==> src/hw/chs_pkg.sv <==
package chs_pkg;

	// ****************************************
	// Serial port and register file
	// ****************************************
	localparam logic [6:0]  I2C_ADDR    = 7'h6b;
	localparam int          NREG        = 38;
	localparam logic [7:0]  LAST_REG    = 8'h25;
	localparam logic [7:0]  OOR_DATA    = 8'hff;
	localparam logic [7:0]  WD_REG      = 8'h05;
	localparam int          WD_SEL_LSB  = 4;
	localparam int          WD_KICK_BIT = 3;
	localparam logic [7:0]  STAT_REG    = 8'h0b;
	localparam logic [7:0]  FLAG_REG    = 8'h0f;
	localparam logic [7:0]  MASK_REG    = 8'h12;
	localparam int          EV_HTO      = 0;
	localparam int          EV_SAFE     = 1;
	localparam logic [37:0] REG_WR_MASK = 38'h20007c03ff;
	localparam logic [303:0] REG_RST    = 304'h54a0;

	// ****************************************
	// Timing
	// ****************************************
	localparam int CLK_MHZ       = 100;
	localparam int INT_PULSE_US  = 256;
	localparam int INT_PULSE_CYC = INT_PULSE_US * CLK_MHZ;
	localparam int TICK_US       = 1000;
	localparam int TICK_CYC      = TICK_US * CLK_MHZ;
	localparam int SAFETY_HOURS  = 10;
	localparam int SAFETY_MS     = SAFETY_HOURS * 3600 * 1000;
	localparam int WD1_S         = 40;
	localparam int WD2_S         = 80;
	localparam int WD3_S         = 160;

	// ****************************************
	// Bus registers
	// ****************************************
	localparam logic [7:0] AHB_CTRL    = 8'h00;
	localparam logic [7:0] AHB_STATUS  = 8'h04;
	localparam logic [7:0] AHB_PTR     = 8'h08;
	localparam int         CTRL_CHG    = 0;
	localparam int         CTRL_STRCH  = 1;

	typedef enum logic [2:0] {ST_IDLE, ST_DEV, ST_PTR, ST_WR, ST_RD, ST_ACK, ST_MACK} chs_state_e;

endpackage

==> src/hw/chs_slave.sv <==
`timescale 1ns/1ps
// What this block does
// - Answers only when the address byte after start equals the fixed address.
// - Works at standard and fast bus speeds.
// - Data line changes only while clock is low, stable while high.
// - Start is data falling with clock high; stop is data rising with clock high.
// - Only the master makes start and stop; bus busy from start until stop.
// - Bytes are eight bits, MSB first, any number per transfer.
// - On the ninth pulse transmitter releases data; accepting receiver holds it low.
// - Data high on the ninth pulse is a not-acknowledge; master then stops or restarts.
// - Device may hold clock low; master waits until it is released.
// - First byte is seven address bits plus direction, zero write, one read.
// - Undefined register address gets not-acknowledge and the port goes idle.
// - Multi-byte reads work across all registers; multi-byte writes change only the writable ones.
// - Host-timeout status is high in default mode, low in host mode.
// - After power-on: default mode, watchdog expired, registers at defaults.
// - Default mode charges under a ten-hour safety timer, then stops charging.
// - Any register write enters host mode and starts the watchdog.
// - Watchdog expiry sets status, returns to default mode, restores defaults.
// - Each unmasked event gives one active-low 256 us interrupt pulse.
// - Power-up gives an interrupt pulse to show the port is ready.
// - Event flags clear on read; set again only on a new rising edge.
module chs_slave
	import chs_pkg::*;
#(
	parameter int INT_CYC    = INT_PULSE_CYC,
	parameter int TICK_CYCS  = TICK_CYC,
	parameter int SAFETY_TKS = SAFETY_MS,
	parameter int WD1_TKS    = WD1_S * 1000,
	parameter int WD2_TKS    = WD2_S * 1000,
	parameter int WD3_TKS    = WD3_S * 1000
) (
	// Clock and reset
	input  wire logic        hclk,
	input  wire logic        hresetn,
	// AHB-Lite slave
	input  wire logic        hsel,
	input  wire logic [31:0] haddr,
	input  wire logic [1:0]  htrans,
	input  wire logic        hwrite,
	input  wire logic [2:0]  hsize,
	input  wire logic [31:0] hwdata,
	input  wire logic        hready,
	output logic      [31:0] hrdata,
	output logic             hreadyout,
	output logic             hresp,
	// Serial pins
	input  wire logic        scl_i,
	output logic             scl_o,
	output logic             scl_oe,
	input  wire logic        sda_i,
	output logic             sda_o,
	output logic             sda_oe,
	// Device status
	output logic             int_n,
	output logic             host_timeout_status,
	output logic             charge_active
);

	// ****************************************
	// Pin synchronisers and bus conditions
	// ****************************************
	logic scl_m_q, scl_s_q, scl_p_q, sda_m_q, sda_s_q, sda_p_q;
	always_ff @(posedge hclk or negedge hresetn) begin
		if (!hresetn) begin
			{scl_m_q, scl_s_q, scl_p_q} <= 3'h7;
			{sda_m_q, sda_s_q, sda_p_q} <= 3'h7;
		end else begin
			{scl_m_q, scl_s_q, scl_p_q} <= {scl_i, scl_m_q, scl_s_q};
			{sda_m_q, sda_s_q, sda_p_q} <= {sda_i, sda_m_q, sda_s_q};
		end
	end

	logic start, stop, rise, fall;
	assign start = scl_s_q & scl_p_q & sda_p_q & ~sda_s_q;
	assign stop  = scl_s_q & scl_p_q & ~sda_p_q & sda_s_q;
	assign rise  = scl_s_q & ~scl_p_q;
	assign fall  = ~scl_s_q & scl_p_q;

	// ****************************************
	// Serial slave and register file
	// ****************************************
	chs_state_e  st_q, st_d, nxt_q, nxt_d;
	logic [2:0]  cnt_q, cnt_d;
	logic [7:0]  sh_q, sh_d, ptr_q, ptr_d, rd_byte, b;
	logic        ack_q, ack_d, ackp_q, ackp_d, oe_q, oe_d, strch_q, strch_d, busy_q, busy_d;
	logic [7:0]  regs_q [NREG];
	logic [7:0]  regs_d [NREG];
	logic        i2c_wr, kick, rd_clear, wd_exp, host_mode_q, safe_exp_q;
	logic [1:0]  flag_q, ctrl_q;

	always_comb begin
		if (ptr_q > LAST_REG)
			rd_byte = OOR_DATA;
		else if (ptr_q == STAT_REG)
			rd_byte = {6'h0, safe_exp_q, ~host_mode_q};
		else if (ptr_q == FLAG_REG)
			rd_byte = {6'h0, flag_q};
		else
			rd_byte = regs_q[ptr_q[5:0]];
	end

	always_comb begin
		st_d     = st_q;
		nxt_d    = nxt_q;
		cnt_d    = cnt_q;
		sh_d     = sh_q;
		ptr_d    = ptr_q;
		ack_d    = ack_q;
		ackp_d   = ackp_q;
		oe_d     = oe_q;
		busy_d   = busy_q;
		strch_d  = strch_q & ctrl_q[CTRL_STRCH];
		regs_d   = regs_q;
		i2c_wr   = 1'b0;
		kick     = 1'b0;
		rd_clear = 1'b0;
		b        = {sh_q[6:0], sda_s_q};
		regs_d[WD_REG[5:0]][WD_KICK_BIT] = 1'b0;
		if (start) begin
			st_d   = ST_DEV;
			cnt_d  = 3'h0;
			oe_d   = 1'b0;
			busy_d = 1'b1;
		end else if (stop) begin
			st_d   = ST_IDLE;
			oe_d   = 1'b0;
			busy_d = 1'b0;
		end else begin
			case (st_q)
				ST_DEV, ST_PTR, ST_WR: begin
					if (rise) begin
						sh_d  = b;
						cnt_d = cnt_q + 3'h1;
						if (cnt_q == 3'h7) begin
							st_d   = ST_ACK;
							ackp_d = 1'b0;
							ack_d  = 1'b1;
							if (st_q == ST_DEV) begin
								if (b[7:1] != I2C_ADDR)
									st_d = ST_IDLE;
								nxt_d = b[0] ? ST_RD : ST_PTR;
							end else if (st_q == ST_PTR) begin
								if (b > LAST_REG) begin
									ack_d = 1'b0;
									nxt_d = ST_IDLE;
								end else begin
									ptr_d = b;
									nxt_d = ST_WR;
								end
							end else begin
								nxt_d  = ST_WR;
								ptr_d  = ptr_q + 8'h01;
								i2c_wr = 1'b1;
								if (ptr_q <= LAST_REG && REG_WR_MASK[ptr_q[5:0]]) begin
									regs_d[ptr_q[5:0]] = b;
									kick = (ptr_q == WD_REG) && b[WD_KICK_BIT];
									regs_d[ptr_q[5:0]][WD_KICK_BIT] = (ptr_q == WD_REG) ? 1'b0
										: b[WD_KICK_BIT];
								end
							end
						end
					end
				end
				ST_ACK: begin
					if (fall && !ackp_q) begin
						oe_d   = ack_q;
						ackp_d = 1'b1;
					end else if (fall) begin
						st_d    = nxt_q;
						cnt_d   = 3'h0;
						oe_d    = 1'b0;
						strch_d = ctrl_q[CTRL_STRCH];
						if (nxt_q == ST_RD) begin
							sh_d     = rd_byte;
							oe_d     = ~rd_byte[7];
							rd_clear = (ptr_q == FLAG_REG);
						end
					end
				end
				ST_RD: begin
					if (fall) begin
						cnt_d = cnt_q + 3'h1;
						if (cnt_q == 3'h7) begin
							oe_d   = 1'b0;
							st_d   = ST_MACK;
							ackp_d = 1'b0;
							ptr_d  = ptr_q + 8'h01;
						end else begin
							sh_d = {sh_q[6:0], 1'b0};
							oe_d = ~sh_q[6];
						end
					end
				end
				ST_MACK: begin
					if (rise && sda_s_q)
						st_d = ST_IDLE;
					else if (rise)
						ackp_d = 1'b1;
					else if (fall && ackp_q) begin
						st_d     = ST_RD;
						cnt_d    = 3'h0;
						sh_d     = rd_byte;
						oe_d     = ~rd_byte[7];
						rd_clear = (ptr_q == FLAG_REG);
					end
				end
				default: st_d = ST_IDLE;
			endcase
		end
		if (wd_exp) begin
			for (int i = 0; i < NREG; i++) begin
				if (REG_WR_MASK[i])
					regs_d[i] = REG_RST[i*8 +: 8];
			end
		end
	end

	always_ff @(posedge hclk or negedge hresetn) begin
		if (!hresetn) begin
			st_q    <= ST_IDLE;
			nxt_q   <= ST_IDLE;
			cnt_q   <= 3'h0;
			sh_q    <= 8'h00;
			ptr_q   <= 8'h00;
			ack_q   <= 1'b0;
			ackp_q  <= 1'b0;
			oe_q    <= 1'b0;
			strch_q <= 1'b0;
			busy_q  <= 1'b0;
			for (int i = 0; i < NREG; i++)
				regs_q[i] <= REG_RST[i*8 +: 8];
		end else begin
			st_q    <= st_d;
			nxt_q   <= nxt_d;
			cnt_q   <= cnt_d;
			sh_q    <= sh_d;
			ptr_q   <= ptr_d;
			ack_q   <= ack_d;
			ackp_q  <= ackp_d;
			oe_q    <= oe_d;
			strch_q <= strch_d;
			busy_q  <= busy_d;
			regs_q  <= regs_d;
		end
	end

	// Open-drain: only ever pull low
	assign sda_o  = 1'b0;
	assign sda_oe = oe_q;
	assign scl_o  = 1'b0;
	assign scl_oe = strch_q;

	// ****************************************
	// Mode, watchdog, safety timer, interrupt
	// ****************************************
	logic [31:0] tick_q, tick_d, wd_q, wd_d, safe_q, safe_d, int_q, int_d, wd_to;
	logic        host_mode_d, safe_exp_d, int_n_q, tick;
	logic [1:0]  flag_d, stat, stat_p_q, new_ev, mask_p_q;

	assign tick = (tick_q == 32'(TICK_CYCS - 1));
	assign stat = {safe_exp_q, ~host_mode_q};

	always_comb begin
		case (regs_q[WD_REG[5:0]][WD_SEL_LSB +: 2])
			2'h1:    wd_to = 32'(WD1_TKS);
			2'h2:    wd_to = 32'(WD2_TKS);
			2'h3:    wd_to = 32'(WD3_TKS);
			default: wd_to = 32'h0;
		endcase
		// Expiry is judged only on tick edges; a zero select never fires because wd_to is then zero
		wd_exp = host_mode_q && tick && (wd_to != 32'h0) && (wd_q >= wd_to - 32'h1);
	end

	always_comb begin
		tick_d      = tick ? 32'h0 : tick_q + 32'h1;
		host_mode_d = host_mode_q;
		wd_d        = (tick && host_mode_q) ? wd_q + 32'h1 : wd_q;
		if (i2c_wr || kick) begin
			host_mode_d = 1'b1;
			wd_d        = 32'h0;
		end
		if (wd_exp) begin
			host_mode_d = 1'b0;
			wd_d        = 32'h0;
		end
		safe_d     = safe_q;
		safe_exp_d = safe_exp_q;
		if (!ctrl_q[CTRL_CHG]) begin
			safe_d     = 32'h0;
			safe_exp_d = 1'b0;
		end else if (!host_mode_q && !safe_exp_q && tick) begin
			safe_d = safe_q + 32'h1;
			if (safe_q == 32'(SAFETY_TKS - 1))
				safe_exp_d = 1'b1;
		end
		new_ev = stat & ~stat_p_q;
		// A new edge wins over a read in the same cycle
		flag_d = (rd_clear ? 2'h0 : flag_q) | new_ev;
		// Expiry restores the mask on the same edge, so last cycle's mask still counts
		if (|(new_ev & ~(regs_q[MASK_REG[5:0]][1:0] | mask_p_q)))
			int_d = 32'(INT_CYC);
		else
			int_d = (int_q != 32'h0) ? int_q - 32'h1 : 32'h0;
	end

	always_ff @(posedge hclk or negedge hresetn) begin
		if (!hresetn) begin
			tick_q      <= 32'h0;
			wd_q        <= 32'h0;
			host_mode_q <= 1'b0;
			safe_q      <= 32'h0;
			safe_exp_q  <= 1'b0;
			flag_q      <= 2'h0;
			stat_p_q    <= 2'h1;
			mask_p_q    <= 2'h0;
			int_q       <= 32'(INT_CYC);
			int_n_q     <= 1'b0;
		end else begin
			tick_q      <= tick_d;
			wd_q        <= wd_d;
			host_mode_q <= host_mode_d;
			safe_q      <= safe_d;
			safe_exp_q  <= safe_exp_d;
			flag_q      <= flag_d;
			stat_p_q    <= stat;
			mask_p_q    <= regs_q[MASK_REG[5:0]][1:0];
			int_q       <= int_d;
			int_n_q     <= (int_d == 32'h0);
		end
	end

	assign int_n               = int_n_q;
	assign host_timeout_status = ~host_mode_q;
	assign charge_active       = ctrl_q[CTRL_CHG] & ~safe_exp_q;

	// ****************************************
	// AHB-Lite register slave
	// ****************************************
	logic        wp_q, wp_d;
	logic [7:0]  wa_q, wa_d;
	logic [1:0]  ctrl_d;
	logic [31:0] hrdata_q, hrdata_d;
	logic        ap;

	assign ap = hsel & htrans[1] & hready;

	always_comb begin
		wp_d     = ap & hwrite;
		wa_d     = haddr[7:0];
		ctrl_d   = ctrl_q;
		hrdata_d = 32'h0;
		if (wp_q && wa_q == AHB_CTRL)
			ctrl_d = hwdata[1:0];
		if (ap && !hwrite) begin
			case (haddr[7:0])
				AHB_CTRL:   hrdata_d = {30'h0, ctrl_q};
				AHB_STATUS: hrdata_d = {28'h0, busy_q, safe_exp_q, flag_q[EV_HTO], ~host_mode_q};
				AHB_PTR:    hrdata_d = {21'h0, st_q, ptr_q};
				default:    hrdata_d = 32'h0;
			endcase
		end
	end

	always_ff @(posedge hclk or negedge hresetn) begin
		if (!hresetn) begin
			wp_q     <= 1'b0;
			wa_q     <= 8'h00;
			ctrl_q   <= 2'h0;
			hrdata_q <= 32'h0;
		end else begin
			wp_q     <= wp_d;
			wa_q     <= wa_d;
			ctrl_q   <= ctrl_d;
			hrdata_q <= hrdata_d;
		end
	end

	assign hrdata    = hrdata_q;
	assign hreadyout = 1'b1;
	assign hresp     = 1'b0;
endmodule // chs_slave

==> config.mk <==
export PLATFORM = sky130hd
export DESIGN_NAME = chs_slave
export DESIGN_NICKNAME = d
export VERILOG_FILES = /design/src/hw/chs_pkg.sv /design/src/hw/chs_slave.sv
export SDC_FILE = /design/constraint.sdc
export NUM_CORES = 1
export LEC_CHECK = 0
export BUFFER_PORTS_ARGS = -buffer_cell sky130_fd_sc_hd__clkbuf_2
export CAP_MARGIN = 20
export CORE_MARGIN = 3
export CORE_UTILIZATION = 38
export DETAILED_ROUTE_END_ITERATION = 8
export PLACE_DENSITY_LB_ADDON = 0.1
export SLEW_MARGIN = 10
export SYNTH_ARGS = -nofsm -noshare
export SYNTH_HDL_FRONTEND = slang
export SYNTH_SLANG_ARGS = --single-unit
==> constraint.sdc <==
create_clock -name hclk -period 7.7 [get_ports hclk]
set_clock_uncertainty 0.05 [all_clocks]
set_input_delay 1.155 -clock hclk [delete_from_list [all_inputs] [get_ports hclk]]
set_output_delay 1.155 -clock hclk [all_outputs]
set_load 0.005 [all_outputs]
==> results of run 1 <==
flip-flops by register name (all words and copies together), names as in the netlist, 7 cells and up:
signal and count:
regs_q 304, wa_q 8, int_q 32, hrdata 11
tick_q 32, safe_q 32, sh_q 7, ptr_q 8
wd_q 32
cells in the final DEF, fill, tap and decap left out, types with 17 or more instances in the layout:
| master | count |
|---|---|
| mux2i_1 | 107 |
| o21ai_0 | 55 |
| a22oi_1 | 105 |
| nand4_1 | 38 |
| xor2_1 | 45 |
| nor2b_1 | 25 |
| ha_1 | 41 |
| dfrtp_1 | 480 |
| xnor2_1 | 65 |
| clkbuf_2 | 32 |
| buf_4 | 24 |
| and3_1 | 21 |
| mux2_2 | 31 |
| a21oi_1 | 80 |
| nor4_1 | 18 |
| nand3_1 | 74 |
| clkbuf_16 | 56 |
| nand2_1 | 118 |
| nor3_1 | 28 |
| inv_1 | 30 |
| conb_1 | 25 |
| a221oi_1 | 23 |
| a31oi_1 | 17 |
| and2_1 | 17 |
| nor2_1 | 312 |
per-layer routing:
metal	share of wire, %	up-vias	track usage [%]
met1	48	8194	27.86
met4	2.8	2	5.765
met5	0.019	-	0
met2	45	402	29.49
li1	-	7623	-
met3	5.0	105	3.601
power by group:
part	total [mW]	internal, mW	switching (mW)	leakage [nW]
Clock	2.68	1.58	1.10	0.905
Sequential	2.70	2.64	0.0615	6.82
Combinational	0.139	0.0403	0.0986	3.94
Total	5.52	4.26	1.26	11.7
area by class of cell:
type	instances	area share, %
repair buffers	61	1.670
flip-flops and latches	498	48.45
well taps	837	4.063
clock inverters	26	1.102
multi-input cells	1486	38.17
inverters	33	0.4806
diodes	1	0.009710
clock buffers	77	6.054
kinds of logic after synthesis:
| family | synth area share, % |
|---|---|
| simple gates | 16.45 |
| flops | 52.56 |
| compound gates | 12.05 |
| buf+inv | 6.570 |
| mux | 6.123 |
| xor+xnor | 4.057 |
| fa+ha+maj | 2.160 |
| other cells | 0.03163 |
stage by stage:
| step | setup slack, ns | power [mW] |
|---|---|---|
| after CTS | 3.567 | 5.608 |
| after global placement | 3.675 | 2.885 |
| final | 3.495 | 5.516 |
| after global routing | 3.319 | 5.741 |
| after floorplan | 4.681 | 2.789 |
| after detailed placement | 3.577 | 2.888 |
worst reg2reg max path: stages, from the launching register on:
cell and delay (ns):
dfrtp_1 0.57, inv_1 0.15, ha_1 0.34, inv_1 0.51, ha_1 0.36, a21o_1 0.16
a211o_1 0.28, a41oi_1 0.18, o311ai_1 0.13, a21oi_1 0.53, nor3_2 0.12, buf_12 0.22
nor2_1 0.54
worst max-delay path by stage:
stage / startpoint / endpoint / slack (ns) / cells after the start
2_1_floorplan: regs_q[261] / regs_q[291] / 4.68 / 14
3_3_place_gp: regs_q[261] / regs_q[290] / 3.68 / 12
3_5_place_dp: regs_q[261] / regs_q[294] / 3.58 / 12
4_1_cts: regs_q[261] / regs_q[294] / 3.57 / 12
5_1_grt: regs_q[261] / wd_q[26] / 3.32 / 12
6_report: regs_q[261] / regs_q[283] / 3.50 / 12
==> key figures, run 1 <==
Clock network
  – Sinks on the clock net: 498
  – Clock-pin slew of the registers on the worst-case setup and hold paths: 0.06 ns
  – Root buffer cell: clkbuf_16
  – Number of hold buffers added after cts: 0
  – Number of CTS-inserted buffers: 56
  – Count of instances resized after the clock tree is built: 0
  – Clock tree from TritonCTS: done
  – Post-CTS setup repair buffer count: 0
  – Deepest level of the CTS H-tree: 2
  – Maximum number of buffers from clock root to sink: 3
  – Clock latency on the worst-skew pair: 0.62 ns

Worst setup path
  – Startpoint of the most critical register-to-register path: regs_q[261]
  – Cell count of the worst reg-to-reg path: 12
  – Startpoint Class: flip-flop
  – Critical path's slowest cell: dfrtp_1
  – Reg2reg setup slack: 3.50 ns
  – Cell Chain, Critical Path: inv_1, ha_1, inv_1, ha_1, a21o_1, a211o_1, a41oi_1, o311ai_1, a21oi_1, nor3_2, buf_12, nor2_1
  – Required @ worst endpoint: 8.18 ns
  – CP endpoint kind: flip-flop
  – Largest fanout on the critical path: 129
  – Endpoint of the worst register-to-register path: regs_q[283]
  – Number of buffers and inverters on the critical path: 3
  – Critical path class: flip-flop to flip-flop
  – Data arrival time of the critical path: 4.68 ns
  – Largest stage delay, worst path: 0.57 ns
  – Cell family contributing the most delay on the critical path: compound AO/OA/AOI/OAI gates

Synthesis
  – Number of synthesized register bits: 498
  – Number of enable-type register cells in the synthesized netlist: 0
  – Synth warn: 0
  – Share of flip-flops with an asynchronous set or reset: 100.0%
  – Post-Syn Area: 23750 µm²
  – Top cell types by occurrence after synthesis: 483 x dfrtp_1, 312 x nor2_1, 222 x clkbuf_1
  – Avg Cell Area, Syn: 10.28 µm²
  – Share of Yosys cell area claimed by the top area cell type: 50.90%
  – Cell type contributing the most total cell area after synthesis: dfrtp_1
  – Most common cell in the netlist: dfrtp_1
  – Predominant post-synthesis flop cell: dfrtp_1
  – Distinct cells, synth: 103
  – Share of synthesized area occupied by flip-flops and latches: 52.56%
  – Leading cell types by total area after synthesis: dfrtp_1 51%, nor2_1 4.9%, mux2i_1 4.5%
  – Gate count after technology mapping: 2311

Detailed routing
  – Final WL: 63.17 mm
  – Routed wirelength normalized by instance count: 20.92 µm
  – Pre-antenna DRT Iters: 5
  – Via count normalized by instance count: 5.408
  – DR iter-0 viols: 1198
  – Remaining design rule violation count: 0
  – Final ANT Viol Nets: 0
  – Total number of vias: 16330

Final layout
  – Register Area: 12490 µm²
  – Non-filler instance count after layout: 3019
  – Layout cells sized above 1: 11.74%
  – Multi-input logic area: 9837 µm²
  – Number of nets in the final layout: 2253
  – Area delta synth->final: 8.530%
  – Post-layout utilization of the core: 41.76%
  – Filler cells: 5972
  – Final standard cell area without fillers: 25770 µm²

Timing
  – Max Slew Vio Count: 0
  – Setup TNS: 0 ns
  – Final critical-path share of the clock period: 54.61%
  – Setup repair after global routing missed its margin: false
  – Final critical-path required period: 4.205 ns
  – Final hold viol count: 0
  – Total setup violations reported at the end of the flow: 0
  – Slew at the pin closest to its max-slew limit: 1.148 ns
  – Max-Slew Margin vs Limit: 23.45%
  – Tightest hold margin: 0.3079 ns
  – Max Freq: 237.8 MHz

GRT
  – Number of global-route vias before repair: 16470
  – Global-route wire length before repair: 99.57 mm
  – Overall routing resource usage: 19.27%
  – Global route total overflow: 0
  – Antenna violations before repair: 3
  – Maximum number of pins on one net before global-route repair: 167

Floorplan
  – Width of the die: 256.0 µm
  – Number of placement rows: 91
  – Area inside the core boundary: 61710 µm²
  – Full die area: 65530 µm²
  – Die height: 256.0 µm
  – Starting density of the core: 38.48%
  – Top-Level Pins: 117

Worst hold path
  – Cell count of the worst hold path: 0
  – Worst min-delay path category: flip-flop to flip-flop
  – Endpoint of the worst hold path: sda_s_q
  – Start point of the worst hold path: sda_m_q

Place
  – Global placement routability congestion: 0.8197
  – Final HPWL DP: 40.19 mm
  – Count of buffers from port buffering: 33
  – Post-placement cell count: 2914
  – Placed cell area: 23920 µm²

Outcome
  – Outcome: finished clean

Power
  – Pwr Density: 214.0 nW/µm²
  – Worst ir drop on vdd: 0.0001579 V
  – Leakage power summed over all cells: 11.67 nW

Flow run
  – Max Cap Viol: 0
Power figures use the tool's default switching activity.
==> run 2, diff against run 1 <==
- ABC_AREA: default -> 1
- clock period: 7.7 -> 3.9 ns (I/O delays scaled with it)
==> run 2 against run 1 <==
Compared with the run above: via count increased by 24%; design area increased by 7.0%; critical path depth up 1; non-clock buffer count grew 43; clock power is 110% higher; fmax is 17% higher; highest routed layer unchanged.
==> key figures, run 2 <==
Final layout
  – Layout cells sized above 1: 8.868% (-2.9 points)
  – Number of nets in the final layout: 3125 (+39%)
  – Commonest non-fill, non-tap cells in the layout: 672 x nand2_1, 482 x dfrtp_1, 322 x inv_1
  – Most common cell after layout, fill and taps aside: nand2_1
  – Multi-input logic area: 9898 µm² (+0.62%)
  – Post-layout utilization of the core: 43.24% (+1.5 points)
  – Largest register by flop count: regs_q
  – Area delta synth->final: 11.44%
  – Max FFs per register: 304 (unchanged)
  – Register Area: 12480 µm² (about the same)
  – Inserted Diodes: 0 (-1)
  – Filler cells: 6382 (+6.9%)

Worst setup path
  – Critical path's slowest cell: nor2_4
  – CP endpoint kind: flip-flop
  – Required @ worst endpoint: 4.33 ns (-3.85 ns)
  – Most common cell on crit path: nand2_1
  – Data arrival time of the critical path: 4.01 ns (-0.67 ns)
  – Number of buffers and inverters on the critical path: 2 (-1)
  – Largest fanout on the critical path: 24 (-81%)
  – Cell Chain, Critical Path: inv_1, ha_1, nand2_1, nor2_1, nand2_1, a31oi_4, inv_2, nor3_2, nand2_2, nor2_4, nand2_1, nand2_1, o22ai_1
  – Critical path class: flip-flop to flip-flop
  – Startpoint Class: flip-flop
  – Cell family contributing the most delay on the critical path: simple AND/OR/NAND/NOR gates
  – Largest stage delay, worst path: 0.73 ns (+0.16 ns)

Place
  – Final HPWL DP: 50.49 mm (+26%)
  – Count of buffers from port buffering: 33 (unchanged)
  – Placement Setup Slack: 0.3666 ns (-3.210 ns)
  – Global placement routability congestion: 0.8789 (+7.2%)

Floorplan
  – Die height: 261.2 µm (+2.0%)
  – Full die area: 68220 µm² (+4.1%)
  – Area inside the core boundary: 63770 µm² (+3.3%)
  – Width of the die: 261.2 µm (+2.0%)
  – Number of placement rows: 92 (+1.1%)
  – Starting density of the core: 38.80% (+0.32 points)
  – Top-Level Pins: 117 (unchanged)

Synthesis
  – Predominant post-synthesis flop cell: dfrtp_1
  – Number of synthesized register bits: 498 (unchanged)
  – Gate count after technology mapping: 3097 (+34%)
  – Synth warn: 0 (unchanged)
  – Top cell types by occurrence after synthesis: 672 x nand2_1, 483 x dfrtp_1, 322 x inv_1
  – Number of enable-type register cells in the synthesized netlist: 0 (unchanged)
  – Share of synthesized area occupied by flip-flops and latches: 50.43% (-2.1 points)
  – Share of flip-flops with an asynchronous set or reset: 100.0% (unchanged)
  – Post-Syn Area: 24750 µm² (+4.2%)
  – Distinct cells, synth: 60 (-42%)
  – Share of Yosys cell area claimed by the top area cell type: 48.84% (-2.1 points)
  – Cell type contributing the most total cell area after synthesis: dfrtp_1
  – Avg Cell Area, Syn: 7.990 µm² (-22%)
  – Leading cell types by total area after synthesis: dfrtp_1 49%, nand2_1 10%, inv_1 4.9%
  – Most common cell in the netlist: nand2_1

Timing
  – Max-Slew Margin vs Limit: 38.33% (+15 points)
  – Total setup violations reported at the end of the flow: 0 (unchanged)
  – Final hold viol count: 0 (unchanged)
  – Max Freq: 279.3 MHz (+17%)
  – Slew at the pin closest to its max-slew limit: 0.9228 ns (-0.2254 ns)
  – Final setup margin: 0.3199 ns (-3.175 ns)
  – Max Slew Vio Count: 0 (unchanged)
  – Final critical-path share of the clock period: 91.80% (+37 points)
  – Setup repair after global routing missed its margin: false
  – Setup TNS: 0 ns (unchanged)
  – Final critical-path required period: 3.580 ns (-0.6246 ns)

Clock network
  – Clock tree from TritonCTS: done
  – Deepest level of the CTS H-tree: 2 (unchanged)
  – Root buffer cell: clkbuf_16
  – Maximum number of buffers from clock root to sink: 3 (unchanged)
  – Post-CTS setup repair buffer count: 0 (unchanged)
  – Number of CTS-inserted buffers: 57 (+1.8%)
  – Clock-pin slew of the registers on the worst-case setup and hold paths: 0.06 ns (about the same)
  – Clock latency on the worst-skew pair: 0.62 ns (about the same)
  – Sinks on the clock net: 498 (unchanged)

Flow run
  – Max Cap Viol: 0 (unchanged)

Power
  – Fraction of power consumed by sequential logic: 42.4% (-6.5 points)
  – Leakage power summed over all cells: 13.37 nW (+15%)
  – Pwr Density: 475.9 nW/µm² (+120%)
  – Power, Total: 13.12 mW (+140%)
  – Net Sw Frac: 29.12% (+6.4 points)
  – Switching power: 3.822 mW (+200%)
  – Combinational fraction of design power: 14.4% (+12 points)
  – Worst ir drop on vdd: 0.0004445 V (+180%)
  – Cell-internal power: 9.302 mW (+120%)
  – Clock power frac: 43.2% (-5.3 points)

Detailed routing
  – Total number of vias: 20160 (+24%)
  – DR iter-0 viols: 1780 (+49%)
  – Final ANT Viol Nets: 0 (unchanged)
  – Routed wirelength normalized by instance count: 18.43 µm (-12%)
  – Final WL: 71.90 mm (+14%)
  – Via count normalized by instance count: 5.168 (-4.4%)
  – Remaining design rule violation count: 0 (unchanged)
  – Pre-antenna DRT Iters: 6 (+1)

GRT
  – Number of global-route vias before repair: 19880 (+21%)
  – Global-route wire length before repair: 114.0 mm (+15%)
  – Antenna violations before repair: 0 (-3)
  – Global route total overflow: 0 (unchanged)
  – Overall routing resource usage: 21.29% (+2.0 points)
  – Maximum number of pins on one net before global-route repair: 82 (-51%)

Worst hold path
  – Worst min-delay path category: input port to flip-flop

Outcome
  – Outcome: finished clean
## run 2: cell count changes in the layout (fill, tap and decap cells not counted), moves of 31 or more
cell / before / now
a22oi_1: 105 / 31
buf_4: 24 / 57
inv_1: 30 / 322
mux2_2: 31 / 0
mux2i_1: 107 / 3
nand2_1: 118 / 672
nand3_1: 74 / 207
nand4_1: 38 / 79
nor3_1: 28 / 77
o21ai_0: 55 / 200
o21ai_1: 1 / 34
xnor2_1: 65 / 6
## run 2: worst register-to-register path, cell delays in order (launching register included)
cell,delay [ns]
dfrtp_1,0.37
inv_1,0.27
ha_1,0.21
nand2_1,0.05
nor2_1,0.14
nand2_1,0.11
a31oi_4,0.26
inv_2,0.12
nor3_2,0.13
nand2_2,0.15
nor2_4,0.73
nand2_1,0.55
nand2_1,0.22
o22ai_1,0.09
## run 2: power by group through the flow
stage          combinational [mW]  sequential [mW]  clock [mW]
6_report                     1.89             5.56        5.67
5_1_grt                      2.10             5.58        6.05
4_1_cts                      1.89             5.56        5.84
3_5_place_dp                 1.88             5.65           0
3_3_place_gp                 1.88             5.64           0
2_1_floorplan                1.16             5.55           0
## run 2: per-stage QoR
| stage | instances | cell area (µm²) | hold slack (ns) |
|---|---|---|---|
| global placement | 3789 | 25520 | 0.2977 |
| CTS | 3902 | 27580 | 0.0006937 |
| detailed placement | 3790 | 25520 | 0.3009 |
| global route | 3902 | 27580 | 0.009693 |
| floorplan | 3120 | 24830 | 0.2394 |
| finish | 3902 | 27580 | 0.04914 |
## run 2: final cells by class
cell class | instances | area share (%)
clock inverter | 29 | 1.366
clock buffer | 78 | 5.894
inverter | 347 | 4.723
timing repair buffer | 104 | 3.022
sequential | 498 | 45.26
tap | 846 | 3.838
multi-input combinational | 2000 | 35.89
## run 2: logic make-up (layout without fill, tap and decap cells)
group           after synthesis  after routing  synth area share, %
simple gates               1425           1425                25.10
buf+inv                     622            558                9.996
flops                       498            498                50.43
compound gates              453            453                10.37
xor+xnor                     53             53                1.876
fa+ha+maj                    41             41                2.073
mux                           3              3               0.1214
other cells                   2             25              0.03035
## run 2: metal layers
metal / global-route usage [%] / up-vias / wire length (µm)
met3: 3.839 / 119 / 4277
li1: - / 9765 / -
met4: 6.575 / 2 / 1919
met2: 33.40 / 541 / 32030
met1: 29.95 / 9737 / 33600
met5: 0.7835 / - / 72
## run 2: worst paths after layout
| kind | cells after the start | slack [ns] | from | end |
|---|---|---|---|---|
| setup / recovery | 13 | 0.32 | ptr_q[1] | regs_q[300] |
| hold / removal | 1 | 0.05 | sda_i | sda_m_q |
| setup reg to reg | 13 | 0.32 | ptr_q[1] | regs_q[300] |
| hold reg to reg | 0 | 0.31 | sda_m_q | sda_s_q |
| max in group asynchronous | 3 | 2.38 | hresetn | regs_q[60] |
| min in group asynchronous | 2 | 0.51 | hresetn | wd_q[10] |
## run 2: repair_timing
action	4_1_cts	5_1_grt
gates resized for setup	0	0
hold endpoints to repair	67	0
hold buffers	5	0
